**config.mk**
```make
export PLATFORM = sky130hd
export DESIGN_NAME = rtv_value_regs
export DESIGN_NICKNAME = d
export VERILOG_FILES = /design/src/rtv_pkg.sv /design/src/rtv_value_regs.sv
export SDC_FILE = /design/constraint.sdc
export NUM_CORES = 1
export LEC_CHECK = 0
export BUFFER_PORTS_ARGS = -buffer_cell sky130_fd_sc_hd__clkbuf_2
export CORE_ASPECT_RATIO = 0.7
export CORE_MARGIN = 8
export CORE_UTILIZATION = 35
export CTS_CLUSTER_SIZE = 24
export DETAILED_ROUTE_END_ITERATION = 10
export HOLD_SLACK_MARGIN = 0.08
export PLACE_DENSITY = 0.61
export REMOVE_ABC_BUFFERS = 1
export SYNTH_ARGS = -nofsm -noshare
export SYNTH_HDL_FRONTEND = slang
export SYNTH_SLANG_ARGS = --single-unit
```
**constraint.sdc**
```tcl
create_clock -name i_mclk -period 2.2 [get_ports i_mclk]
set_input_delay 0.22 -clock i_mclk [delete_from_list [all_inputs] [get_ports i_mclk]]
set_output_delay 0.22 -clock i_mclk [all_outputs]
set_load 0.01 [all_outputs]
```
**src/rtv_pkg.sv**
```systemverilog
// constants for the clock time and alarm value register block
// assumes a 32-bit avalon-mm slave port with byte addresses
package rtv_pkg;

	// register byte offsets
	localparam logic [4:0] RTV_OFS_TIME_WH = 5'h00;
	localparam logic [4:0] RTV_OFS_TIME_MS = 5'h04;
	localparam logic [4:0] RTV_OFS_ALARM_WIN = 5'h08;
	localparam logic [4:0] RTV_OFS_CTRL = 5'h0C;

	// weekday/hour field positions and widths
	localparam int RTV_WDAY_LSB = 8;
	localparam int RTV_WDAY_W = 3;
	localparam int RTV_HRTEN_LSB = 4;
	localparam int RTV_HRTEN_W = 2;
	localparam int RTV_HRONE_LSB = 0;
	localparam int RTV_HRONE_W = 4;

	// minute/second field positions and widths
	localparam int RTV_MINTEN_LSB = 12;
	localparam int RTV_MINTEN_W = 3;
	localparam int RTV_MINONE_LSB = 8;
	localparam int RTV_MINONE_W = 4;
	localparam int RTV_SECTEN_LSB = 4;
	localparam int RTV_SECTEN_W = 3;
	localparam int RTV_SECONE_LSB = 0;
	localparam int RTV_SECONE_W = 4;

	// month/day field positions
	localparam int RTV_MTHTEN_LSB = 12;
	localparam int RTV_MTHONE_LSB = 8;
	localparam int RTV_DAYTEN_LSB = 4;
	localparam int RTV_DAYONE_LSB = 0;

	// implemented bits of each value word, the rest read as zero
	localparam logic [15:0] RTV_WH_MASK = 16'h073F;
	localparam logic [15:0] RTV_MS_MASK = 16'h7F7F;
	localparam logic [15:0] RTV_MD_MASK = 16'h1F3F;

	// control word fields
	localparam int RTV_CTRL_WREN_BIT = 0;
	localparam int RTV_CTRL_PTR_LSB = 8;

	// alarm window pointer codes
	localparam logic [1:0] RTV_PTR_MS = 2'h0;
	localparam logic [1:0] RTV_PTR_WH = 2'h1;
	localparam logic [1:0] RTV_PTR_MD = 2'h2;

	localparam logic [15:0] RTV_WORD_RESET = 16'h0000;

endpackage : rtv_pkg

```
**src/rtv_value_regs.sv**
```systemverilog
// time-of-day and alarm-match value registers of the real time calendar
// assumes an avalon-mm master on the same clock, one request at a time
// Summary of operation
// - weekday digit is bits 10..8 of time and alarm weekday/hour words
// - hour tens digit is bits 5..4 of the weekday/hour words
// - hour ones digit is bits 3..0 of the weekday/hour words
// - minute tens digit is bits 14..12 of the minute/second words
// - minute ones digit is bits 11..8 of the minute/second words
// - second tens digit is bits 6..4 of the minute/second words
// - second ones digit is bits 3..0 of the minute/second words
// - alarm month tens digit is the single bit 12
// - alarm month ones digit is bits 11..8
// - alarm day tens digit is bits 5..4
// - alarm day ones digit is bits 3..0
// - weekday/hour and alarm month/day writes need clock write enable set
// - unimplemented bit positions always read as zero
// - value fields hold no meaningful value until software loads them
// - window pointer selects alarm word, steps down on upper-half access to zero
module rtv_value_regs
	import rtv_pkg::*;
(
	// clock, reset, enable
	input wire logic i_mclk,
	input wire logic i_rst_n,
	input wire logic i_ce,
	// avalon-mm slave
	input wire logic [4:0] i_avs_address,
	input wire logic i_avs_read,
	input wire logic i_avs_write,
	input wire logic [31:0] i_avs_writedata,
	input wire logic [3:0] i_avs_byteenable,
	output logic [31:0] o_avs_readdata,
	output logic o_avs_waitrequest,
	// value words towards the calendar logic
	output logic [15:0] o_time_weekday_hour,
	output logic [15:0] o_time_minute_second,
	output logic [15:0] o_alarm_month_day,
	output logic [15:0] o_alarm_weekday_hour,
	output logic [15:0] o_alarm_minute_second,
	// time digits
	output logic [2:0] o_weekday_digit,
	output logic [1:0] o_hour_tens_digit,
	output logic [3:0] o_hour_ones_digit,
	output logic [2:0] o_minute_tens_digit,
	output logic [3:0] o_minute_ones_digit,
	output logic [2:0] o_second_tens_digit,
	output logic [3:0] o_second_ones_digit,
	// control state
	output logic o_clock_write_enable,
	output logic [1:0] o_alarm_window_pointer
);

	typedef struct packed
	{
		logic [15:0] tm_wh;
		logic [15:0] tm_ms;
		logic [15:0] al_md;
		logic [15:0] al_wh;
		logic [15:0] al_ms;
		logic wren;
		logic [1:0] ptr;
		logic ack;
		logic [31:0] rdata;
	} rtv_state_t;

	localparam rtv_state_t RTV_STATE_RESET = '{
		tm_wh: RTV_WORD_RESET,
		tm_ms: RTV_WORD_RESET,
		al_md: RTV_WORD_RESET,
		al_wh: RTV_WORD_RESET,
		al_ms: RTV_WORD_RESET,
		wren: 1'b0,
		ptr: RTV_PTR_MS,
		ack: 1'b0,
		rdata: 32'h0000_0000
	};

	rtv_state_t state_q;
	rtv_state_t state_d;

	// byte-lane merge of a 16-bit value word, unimplemented bits forced low
	function automatic logic [15:0] rtv_merge
	(
		input logic [15:0] old_word,
		input logic [15:0] wr_word,
		input logic [1:0] lanes,
		input logic [15:0] mask
	);
		logic [15:0] res;
		res = old_word;
		if (lanes[1])
		begin
			res[15:8] = wr_word[15:8];
		end
		if (lanes[0])
		begin
			res[7:0] = wr_word[7:0];
		end
		rtv_merge = res & mask;
	endfunction : rtv_merge

	// alarm word currently shown through the window
	function automatic logic [15:0] rtv_window
	(
		input rtv_state_t st
	);
		case (st.ptr)
			RTV_PTR_MS: rtv_window = st.al_ms;
			RTV_PTR_WH: rtv_window = st.al_wh;
			RTV_PTR_MD: rtv_window = st.al_md;
			default: rtv_window = RTV_WORD_RESET;
		endcase
	endfunction : rtv_window

	logic req;
	logic first;
	logic done;
	logic [15:0] wr_word;
	logic [1:0] wr_lanes;
	logic [31:0] rd_word;

	assign req = i_avs_read | i_avs_write;
	assign first = req & ~state_q.ack;
	assign done = req & state_q.ack;
	assign wr_word = i_avs_writedata[15:0];
	assign wr_lanes = i_avs_byteenable[1:0];

	// read mux, unmapped offsets read zero
	always_comb
	begin
		rd_word = 32'h0000_0000;
		case (i_avs_address)
			RTV_OFS_TIME_WH: rd_word[15:0] = state_q.tm_wh & RTV_WH_MASK;
			RTV_OFS_TIME_MS: rd_word[15:0] = state_q.tm_ms & RTV_MS_MASK;
			RTV_OFS_ALARM_WIN: rd_word[15:0] = rtv_window(state_q);
			RTV_OFS_CTRL:
			begin
				rd_word[RTV_CTRL_WREN_BIT] = state_q.wren;
				rd_word[RTV_CTRL_PTR_LSB +: 2] = state_q.ptr;
			end
			default: rd_word = 32'h0000_0000;
		endcase
	end

	always_comb
	begin
		state_d = state_q;
		// every access waits one cycle with i_ce high, then completes
		state_d.ack = first;
		if (first & i_avs_read)
		begin
			state_d.rdata = rd_word;
		end
		if (done & i_avs_write)
		begin
			case (i_avs_address)
				RTV_OFS_TIME_WH:
				begin
					if (state_q.wren)
					begin
						state_d.tm_wh = rtv_merge(state_q.tm_wh, wr_word, wr_lanes,
							RTV_WH_MASK);
					end
				end
				RTV_OFS_TIME_MS:
				begin
					state_d.tm_ms = rtv_merge(state_q.tm_ms, wr_word, wr_lanes,
						RTV_MS_MASK);
				end
				RTV_OFS_ALARM_WIN:
				begin
					case (state_q.ptr)
						RTV_PTR_MS:
						begin
							state_d.al_ms = rtv_merge(state_q.al_ms, wr_word, wr_lanes,
								RTV_MS_MASK);
						end
						RTV_PTR_WH:
						begin
							if (state_q.wren)
							begin
								state_d.al_wh = rtv_merge(state_q.al_wh, wr_word,
									wr_lanes, RTV_WH_MASK);
							end
						end
						RTV_PTR_MD:
						begin
							if (state_q.wren)
							begin
								state_d.al_md = rtv_merge(state_q.al_md, wr_word,
									wr_lanes, RTV_MD_MASK);
							end
						end
						default:
						begin
							state_d.al_ms = state_q.al_ms;
						end
					endcase
				end
				RTV_OFS_CTRL:
				begin
					if (i_avs_byteenable[0])
					begin
						state_d.wren = i_avs_writedata[RTV_CTRL_WREN_BIT];
					end
					if (i_avs_byteenable[1])
					begin
						state_d.ptr = i_avs_writedata[RTV_CTRL_PTR_LSB +: 2];
					end
				end
				default:
				begin
					state_d.wren = state_q.wren;
				end
			endcase
		end
		// upper-half window access steps the pointer down, stopping at zero
		if (done && (i_avs_address == RTV_OFS_ALARM_WIN) && i_avs_byteenable[1]
			&& (state_q.ptr != RTV_PTR_MS))
		begin
			state_d.ptr = state_q.ptr - 2'h1;
		end
	end

	// value words clear at reset though software must still load them
	always_ff @(posedge i_mclk)
	begin
		if (!i_rst_n)
		begin
			state_q <= RTV_STATE_RESET;
		end
		else if (i_ce)
		begin
			state_q <= state_d;
		end
	end

	// bus answer, held off while the clock enable freezes the state
	assign o_avs_waitrequest = req & (~state_q.ack | ~i_ce);
	assign o_avs_readdata = state_q.rdata;

	// value words
	assign o_time_weekday_hour = state_q.tm_wh;
	assign o_time_minute_second = state_q.tm_ms;
	assign o_alarm_month_day = state_q.al_md;
	assign o_alarm_weekday_hour = state_q.al_wh;
	assign o_alarm_minute_second = state_q.al_ms;

	// time digits
	assign o_weekday_digit = state_q.tm_wh[RTV_WDAY_LSB +: RTV_WDAY_W];
	assign o_hour_tens_digit = state_q.tm_wh[RTV_HRTEN_LSB +: RTV_HRTEN_W];
	assign o_hour_ones_digit = state_q.tm_wh[RTV_HRONE_LSB +: RTV_HRONE_W];
	assign o_minute_tens_digit = state_q.tm_ms[RTV_MINTEN_LSB +: RTV_MINTEN_W];
	assign o_minute_ones_digit = state_q.tm_ms[RTV_MINONE_LSB +: RTV_MINONE_W];
	assign o_second_tens_digit = state_q.tm_ms[RTV_SECTEN_LSB +: RTV_SECTEN_W];
	assign o_second_ones_digit = state_q.tm_ms[RTV_SECONE_LSB +: RTV_SECONE_W];

	// control state
	assign o_clock_write_enable = state_q.wren;
	assign o_alarm_window_pointer = state_q.ptr;

endmodule : rtv_value_regs

```
==> impl_metrics.yaml, run 1 <==
power:
  switching_share_pct: 22.1
  p_clk_share_pct: 51.0
  intPower_mw: 2.47
  p_sw_uw: 699
  comb_power_share_pct: 5.8
  seq_power_share_pct: 43.2
  p_leak_nw: 2.00
  p_per_area_nw_per_um2: 663
  ir_worst_vdd_uv: 293
drt:
  drt_iter0_drc: 229
  dr.pass1.iters: 6
  post_drt_wl_per_cell_um: 18.4
  highest_layer: "met4"
  routed_wirelength_mm: 12.4
  drc: 0
  viasPerCell: 4.79
  met3_length_mm: 1.27
  ant_nets: 0
  drt-met1-wl_mm: 5.50
  dr_total_vias: 3222
  wl_met2_mm: 5.39
placed_design:
  dpl.cell_count: 656
  dp_hpwl_mm: 9.39
  gp_congestion: 0.789
  port_buffers: 123
clock_tree:
  postCtsSetupRepairBufs: 0
  post_cts_resized: 0
  ctsHoldBuffers: 0
  cts_made_buffers: 9
  cts_tree: "yes"
  cts_max_path_buffers: 2
  clk_latency_ns: 0.33
  h-tree-depth: 3
  cts.sinks: 75
  clock-root-buffer: "clkbuf_16"
  clkSlewWorstSetupHoldPaths_ns: 0.06
timing:
  slew_violations: 0
  setup_viol: 0
  finalHoldViolCount: 0
  period_share_pct: 93.3
  skew_ns: 0.00719
  max_freq_mhz: 487
  rsz0062_at_grt: "no"
  layout_min_cycle_time_ns: 2.05
  worst_pin_slew_ns: 0.998
  final.setup.tns_ns: 0
  slew_headroom_pct: 33.3
yosys:
  synth_top_cell_by_area: "dfxtp_1"
  syn_avg_cell_area_um2: 9.48
  ys_types: 44
  synth_top_area_share_pct: 33.5
  synth_flop_cell: "dfxtp_1"
  syn_area_um2: 4480
  synthTopCellsByArea: "dfxtp_1, buf_4, mux2i_1"
  yosysWarnings: 0
  synth_edf_count: 0
  synth_seq_area_share_pct: 33.5
  async_flop_share_pct: 0
  synth_seq_cells: 75
  syn_inst: 473
grt:
  grt_pass1_wl_mm: 18.5
  grt_max_degree: 39
  grt_pass1_vias: 3249
  overflow: 0
  antenna_found_initial: 0
  track_usage_pct: 14.2
outcome:
  status: "finished, final reports clean"
critical_path:
  path_class: "register to register"
  path_buf_inv: 1
  cp.arrival_ns: 2.29
  worstSetupEndpointType: "register"
  slowest_stage: "or4_1"
  crit_path_max_incr_delay_ns: 0.51
  cp_max_fo: 6
  cp.required_ns: 2.44
  worstPathCellList: "inv_1 > ha_1 > nand2b_1 > or4_1 > a211o_1 > o32ai_1"
  cpLargestDelayFamily: "simple AND/OR/NAND/NOR gates"
  startpoint_type: "register"
die:
  die_x_um: 151
  die_h_um: 111
  die-area_um2: 16700
  pin_count: 185
  num_rows: 34
  coreArea_um2: 12500
  initial_utilization_pct: 36.0
final_layout:
  antennaDiodeCount: 0
  synthToLayoutAreaGrowth_pct: 6.56
  nets: 555
  mostFrequentLayoutCells: "clkbuf_2, dfxtp_1, mux2i_1, conb_1"
  final_cells: 672
  fin_util_pct: 38.3
  drive_above_1_share_pct: 34.1
  final_common_cell: "clkbuf_2"
run:
  drv_cap: 0
hold_path:
  min_path_type: "input pin to register"
-- final cells by class --
cell class,count,area (µm²)
clock buffers,12,256
clock inverters,4,72.6
fillers,1257,7690
inverters,4,15.0
multi-input cells,275,1990
flip-flops and latches,75,1500
well taps,162,203
repair buffers,140,743
-- power groups by stage --
stage               combinational (mW)  clock [mW]  sequential, mW
CTS                              0.180        1.66            1.37
global placement                 0.177           0            1.40
detailed placement               0.179           0            1.40
global route                     0.199        1.70            1.37
finish                           0.183        1.61            1.37
floorplan                       0.0855           0            1.40
-- metrics by stage --
| step | hold WS, ns | power, mW | worst slack, ns | area (µm²) |
|---|---|---|---|---|
| 5_1_grt | 0.157 | 3.27 | 0.0178 | 4780 |
| 2_1_floorplan | 0.342 | 1.48 | 0.142 | 3500 |
| 3_5_place_dp | 0.477 | 1.58 | 0.180 | 4450 |
| 6_report | 0.144 | 3.16 | 0.148 | 4780 |
| 3_3_place_gp | 0.455 | 1.57 | 0.242 | 4450 |
| 4_1_cts | 0.138 | 3.20 | 0.151 | 4780 |
-- cell families after synthesis --
group                    synth area share [%]
AND/OR/NAND/NOR                          15.2
buffers and inverters                    25.6
flip-flops                               33.5
multiplexers                             15.2
other                                  0.0836
AO/OA/AOI/OAI                            9.27
adder cells (fa/ha/maj)                  1.12
-- cell usage after synthesis (6+ instances only) --
library cell    n
dfxtp_1        75
a222oi_1        9
mux2i_1        66
o22ai_1         6
a21oi_1         6
nor2_1         33
clkbuf_1       15
nor2b_1        33
buf_4         137
o21ai_0         6
a22o_1         14
nor3_4          6
nand2_1         9
-- flip-flops by register name, indices dropped and copies added, names as in the netlist --
register                flops
o_alarm_minute_second      14
o_avs_readdata             14
o_time_minute_second       14
o_alarm_month_day          11
o_alarm_weekday_hour        9
o_time_weekday_hour         9
o_alarm_window_pointer      2
o_clock_write_enable        1
state_q                     1
-- final timing paths --
kind | start | to | depth (start not counted) | slack (ns)
setup reg to reg | o_alarm_window_pointer[0] | o_alarm_window_pointer[1] | 6 | 0.15
setup / recovery | o_alarm_window_pointer[0] | o_alarm_window_pointer[1] | 6 | 0.15
hold reg to reg | o_avs_readdata[14] | o_avs_readdata[14] | 1 | 0.49
hold / removal | i_avs_writedata[14] | o_alarm_minute_second[14] | 3 | 0.14
-- metal layers --
metal / global-route usage, % / vias up
met5: 0 / -
li1: - / 1527
met1: 18.1 / 1550
met4: 4.54 / 0
met2: 21.1 / 121
met3: 6.20 / 24
-- worst min-delay path: stages --
cell and delay (ns):
clkbuf_2 0.09, mux2i_1 0.06, nor2_1 0.07
Note: power is estimated with default switching activity, not from simulation.
==> inputs of run 2 (changes only) <==
--- a/config.mk
+++ b/config.mk
@@ -8,11 +8,11 @@
 export BUFFER_PORTS_ARGS = -buffer_cell sky130_fd_sc_hd__clkbuf_2
 export CORE_ASPECT_RATIO = 0.7
 export CORE_MARGIN = 8
-export CORE_UTILIZATION = 35
+export CORE_UTILIZATION = 49
 export CTS_CLUSTER_SIZE = 24
 export DETAILED_ROUTE_END_ITERATION = 10
 export HOLD_SLACK_MARGIN = 0.08
-export PLACE_DENSITY = 0.61
+export PLACE_DENSITY = 0.81
 export REMOVE_ABC_BUFFERS = 1
 export SYNTH_ARGS = -nofsm -noshare
 export SYNTH_HDL_FRONTEND = slang
==> run 2 against run 1 <==
Net effect:
- global-route usage grew 3.4 points
- clock power is 4% higher
- utilization rose by 14 points
- register-to-register slack hardly changed
- clock skew decreased by 0.0014 ns
- via count decreased by 0.37%
- cell count is 6.1% lower
- critical path type unchanged
- highest routed layer unchanged
==> impl_metrics.yaml, run 2 (synthesized netlist as in run 1, its figures left out) <==
critical_path:
  cp.arrival_ns: 2.28
  worstSetupEndpointType: "register"
  timing.rr.start: "o_alarm_window_pointer[1]"
  path_class: "register to register"
  cp.required_ns: 2.43
  reg2reg_slack_ns: 0.16
  cp_max_fo: 6
  startpoint_type: "register"
  crit_start: "o_alarm_window_pointer[1]"
grt:
  grt_pass1_wl_mm: 17.1
  overflow: 0
  grt_max_degree: 39
  antenna_found_initial: 0
  track_usage_pct: 17.7
  grt_pass1_vias: 3123
die:
  num_rows: 29
  initial_utilization_pct: 50.0
  die_h_um: 96.0
  pin_count: 185
  coreArea_um2: 8960
  die_x_um: 130
  die-area_um2: 12500
clock_tree:
  clk_latency_ns: 0.32
  clkSlewWorstSetupHoldPaths_ns: 0.06
  cts_made_buffers: 9
  post_cts_resized: 0
  cts.sinks: 75
  cts_max_path_buffers: 2
  h-tree-depth: 3
  cts_tree: "yes"
  postCtsSetupRepairBufs: 0
  clock-root-buffer: "clkbuf_16"
  ctsHoldBuffers: 0
timing:
  final.setup.tns_ns: 0
  worst_pin_slew_ns: 0.939
  rsz0062_at_grt: "no"
  period_share_pct: 92.8
  layout_min_cycle_time_ns: 2.04
  slew_violations: 0
  finalHoldViolCount: 0
  skew_ns: 0.00576
  max_freq_mhz: 490
  slew_headroom_pct: 37.1
  setup_viol: 0
final_layout:
  synthToLayoutAreaGrowth_pct: 5.33
  antennaDiodeCount: 0
  final_common_cell: "clkbuf_2"
  mostFrequentLayoutCells: "clkbuf_2, dfxtp_1, mux2i_1, conb_1"
  nets: 552
  drive_above_1_share_pct: 33.9
placed_design:
  gp_congestion: 0.772
  port_buffers: 123
  dp_hpwl_mm: 8.72
power:
  ir_worst_vdd_uv: 385
  p_leak_nw: 2.00
  p_per_area_nw_per_um2: 684
  report.power.total_mw: 3.23
drt:
  ant_nets: 0
  routed_wirelength_mm: 11.4
  drc: 0
  post_drt_wl_per_cell_um: 18.1
  dr.pass1.iters: 5
  viasPerCell: 5.09
  drt_iter0_drc: 292
  dr_total_vias: 3210
hold_path:
  worst_hold_startpoint: "i_avs_writedata[14]"
  min_path_type: "input pin to register"
run:
  drv_cap: 0
outcome:
  status: "finished, final reports clean"
==> run 2: cell types whose count changed in the layout (fill, tap and decap cells not counted), sizes merged <==
cell and change:
clkinvlp -1, buf -3, clkbuf -1, bufinv +1, clkinv +1
==> run 2: final timing paths <==
check                                   end  depth (start not counted)
setup / recovery  o_alarm_window_pointer[1]                          6
hold / removal     o_time_minute_second[14]                          3
setup reg to reg  o_alarm_window_pointer[1]                          6
hold reg to reg          o_avs_readdata[13]                          1
==> run 2: metrics by stage <==
stage	utilization, %	hold slack [ns]	std cells	setup WS, ns	instance area [µm²]
finish	52.7	0.154	631	0.158	4720
global route	52.7	0.164	631	0.0706	4720
floorplan	-	0.342	354	0.142	3500
CTS	52.7	0.150	631	0.110	4720
global placement	48.8	0.459	615	0.255	4380
detailed placement	48.8	0.466	615	0.143	4380
==> run 2: where the power goes <==
group,switching [mW],internal (mW)
Combinational,0.130,0.0505
Clock,0.548,1.14
Sequential,0.00448,1.36
Total,0.682,2.55
==> run 2: cell type report <==
type / count / area, µm²
clock buffer: 11 / 243
clock inverter: 5 / 100
inverter: 4 / 15.0
multi-input combinational: 275 / 1990
sequential: 75 / 1500
tap: 124 / 155
timing repair buffer: 137 / 721
fill: 833 / 4240
==> run 2: per-layer routing <==
layer / part of all wire, % / vias up / GRT usage [%]
met1: 43 / 1545 / 22.8
met2: 46 / 141 / 28.1
met5: 0 / - / 0
li1: - / 1513 / -
met4: 1.1 / 0 / 4.62
met3: 9.9 / 11 / 5.53
==> run 2: critical path, cell delays in order (launching register included) <==
cell and delay (ns):
dfxtp_1 0.43, inv_1 0.10, ha_1 0.22, nand2b_1 0.19
or4_1 0.49, a211o_1 0.30, o32ai_1 0.22
==> inputs of run 3 (changes only) <==
--- a/config.mk
+++ b/config.mk
@@ -7,7 +7,6 @@
 export LEC_CHECK = 0
 export BUFFER_PORTS_ARGS = -buffer_cell sky130_fd_sc_hd__clkbuf_2
 export CORE_ASPECT_RATIO = 0.7
-export CORE_MARGIN = 8
 export CORE_UTILIZATION = 49
 export CTS_CLUSTER_SIZE = 24
 export DETAILED_ROUTE_END_ITERATION = 10
==> run 3 against run 2 <==
Net effect:
- hold slack better by 0.0024 ns
- worst setup slack worse by 0.030 ns
- total power down 5.5%
- clock-buffer cell count up 4
- clock power down 11%
- global-route usage up 4.0 points
- clock skew down 0.0031 ns
- via count up 2.0%
- critical endpoint is now o_alarm_minute_second[8]
- largest cell class unchanged
==> impl_metrics.yaml, run 3 (synthesized netlist as in run 1, its figures left out) <==
grt:
  antenna_found_initial: 0
  grt.met1_usage_pct: 29.0
  grt_busiest_layer: "met2"
  track_usage_pct: 21.7
  grt_pass1_wl_mm: 15.4
  overflow: 0
  grtUsageMet3_pct: 6.13
  grt_pass1_vias: 2894
  use_met2_pct: 32.7
  grt_max_degree: 30
timing:
  rsz0062_at_grt: "no"
  slew_headroom_pct: 37.0
  slew_violations: 0
  worst_pin_slew_ns: 0.941
  finalHoldViolCount: 0
  period_share_pct: 94.2
  final.setup.tns_ns: 0
  layout_min_cycle_time_ns: 2.07
  setup_viol: 0
  setup_ws_ns: 0.128
  skew_ns: 0.00266
  max_freq_mhz: 483
  hold_ws_ns: 0.157
drt:
  dr_total_vias: 3275
  drt_iter0_drc: 331
  dr.pass1.iters: 7
  routed_wirelength_mm: 10.6
  post_drt_wl_per_cell_um: 16.8
  viasPerCell: 5.21
  drc: 0
  ant_nets: 0
power:
  report.power.total_mw: 3.05
  p_per_area_nw_per_um2: 651
  p_leak_nw: 1.98
  ir_worst_vdd_uv: 355
placed_design:
  dpl_worst_slack_ns: 0.156
  dpl.cell_count: 612
  dp_hpwl_mm: 7.89
  gp_congestion: 0.793
  port_buffers: 123
  placed_cell_area_um2: 4380
hold_path:
  worst_hold_startpoint: "i_avs_writedata[13]"
  min_path_type: "input pin to register"
  holdPathEnd: "o_time_minute_second[13]"
  hold_depth: 3
die:
  die_x_um: 116
  initial_utilization_pct: 51.8
  die-area_um2: 9540
  die_h_um: 82.0
  pin_count: 185
  coreArea_um2: 8650
  num_rows: 28
final_layout:
  final_area_um2: 4690
  antennaDiodeCount: 0
  drive_above_1_share_pct: 33.5
  nets: 553
  final_common_cell: "clkbuf_2"
  fin_util_pct: 54.2
  synthToLayoutAreaGrowth_pct: 4.58
  mostFrequentLayoutCells: "clkbuf_2, dfxtp_1, mux2i_1, conb_1"
  fillers: 802
  final_cells: 628
critical_path:
  path_class: "register to register"
  cp_max_fo: 13
  cp.arrival_ns: 2.28
  path_buf_inv: 2
  crit_cells: 7
  worstSetupEndpointType: "register"
  cp.required_ns: 2.41
  startpoint_type: "register"
  timing.rr.start: "o_alarm_window_pointer[0]"
  crit_path_max_incr_delay_ns: 0.47
  reg2reg_slack_ns: 0.13
  worst_r2r_path_depth: 7
  cpLargestDelayFamily: "simple AND/OR/NAND/NOR gates"
  r2r-end: "o_alarm_minute_second[8]"
  worstPathCellList: "inv_1 > ha_1 > buf_4 > nand3b_1 > nor3_4 > mux2i_1 > nor2b_1"
  slowest_stage: "nor3_4"
clock_tree:
  ctsHoldBuffers: 0
  h-tree-depth: 3
  post_cts_resized: 0
  cts_max_path_buffers: 2
  postCtsSetupRepairBufs: 0
  cts_made_buffers: 9
  clkSlewWorstSetupHoldPaths_ns: 0.05
  clk_latency_ns: 0.33
  cts_tree: "yes"
  cts.sinks: 75
  clock-root-buffer: "clkbuf_16"
outcome:
  status: "finished, final reports clean"
run:
  drv_cap: 0
run 3: area by class of cell:
| cell class | count | area, µm² | area share, % |
|---|---|---|---|
| repair buffers | 138 | 728 | 15.5 |
| clock inverters | 1 | 30.0 | 0.641 |
| well taps | 120 | 150 | 3.20 |
| multi-input cells | 275 | 1990 | 42.4 |
| clock buffers | 15 | 278 | 5.92 |
| inverters | 4 | 15.0 | 0.320 |
| flip-flops and latches | 75 | 1500 | 32.0 |
run 3: tightest hold or removal path: cells and delay by family:
family	cells	cell delay [ns]
multiplexers	1	0.06
AND/OR/NAND/NOR	1	0.07
buffers and inverters	1	0.09
run 3: per-layer routing:
metal | wire length [µm] | share of wire, % | vias to the layer above
li1 | - | - | 1517
met1 | 4760 | 45 | 1557
met2 | 4700 | 45 | 177
met3 | 893 | 8.5 | 24
met4 | 204 | 1.9 | 0
met5 | 0 | 0 | -
run 3: how the worst max path moves through the flow:
stage	from	end	slack (ns)
after global routing	o_alarm_window_pointer[0]	o_alarm_minute_second[8]	0.004
after CTS	o_alarm_window_pointer[0]	o_alarm_minute_second[8]	0.13
after global placement	o_alarm_window_pointer[0]	o_alarm_window_pointer[1]	0.26
final	o_alarm_window_pointer[0]	o_alarm_minute_second[8]	0.13
after floorplan	o_alarm_window_pointer[0]	o_alarm_window_pointer[1]	0.14
after detailed placement	o_alarm_window_pointer[0]	o_alarm_minute_second[8]	0.16
run 3: report_power, final:
part | switching [mW] | internal [mW] | total, mW
clock | 0.532 | 0.973 | 1.50
sequential | 0.00453 | 1.36 | 1.37
combinational | 0.129 | 0.0520 | 0.181
total | 0.665 | 2.39 | 3.05
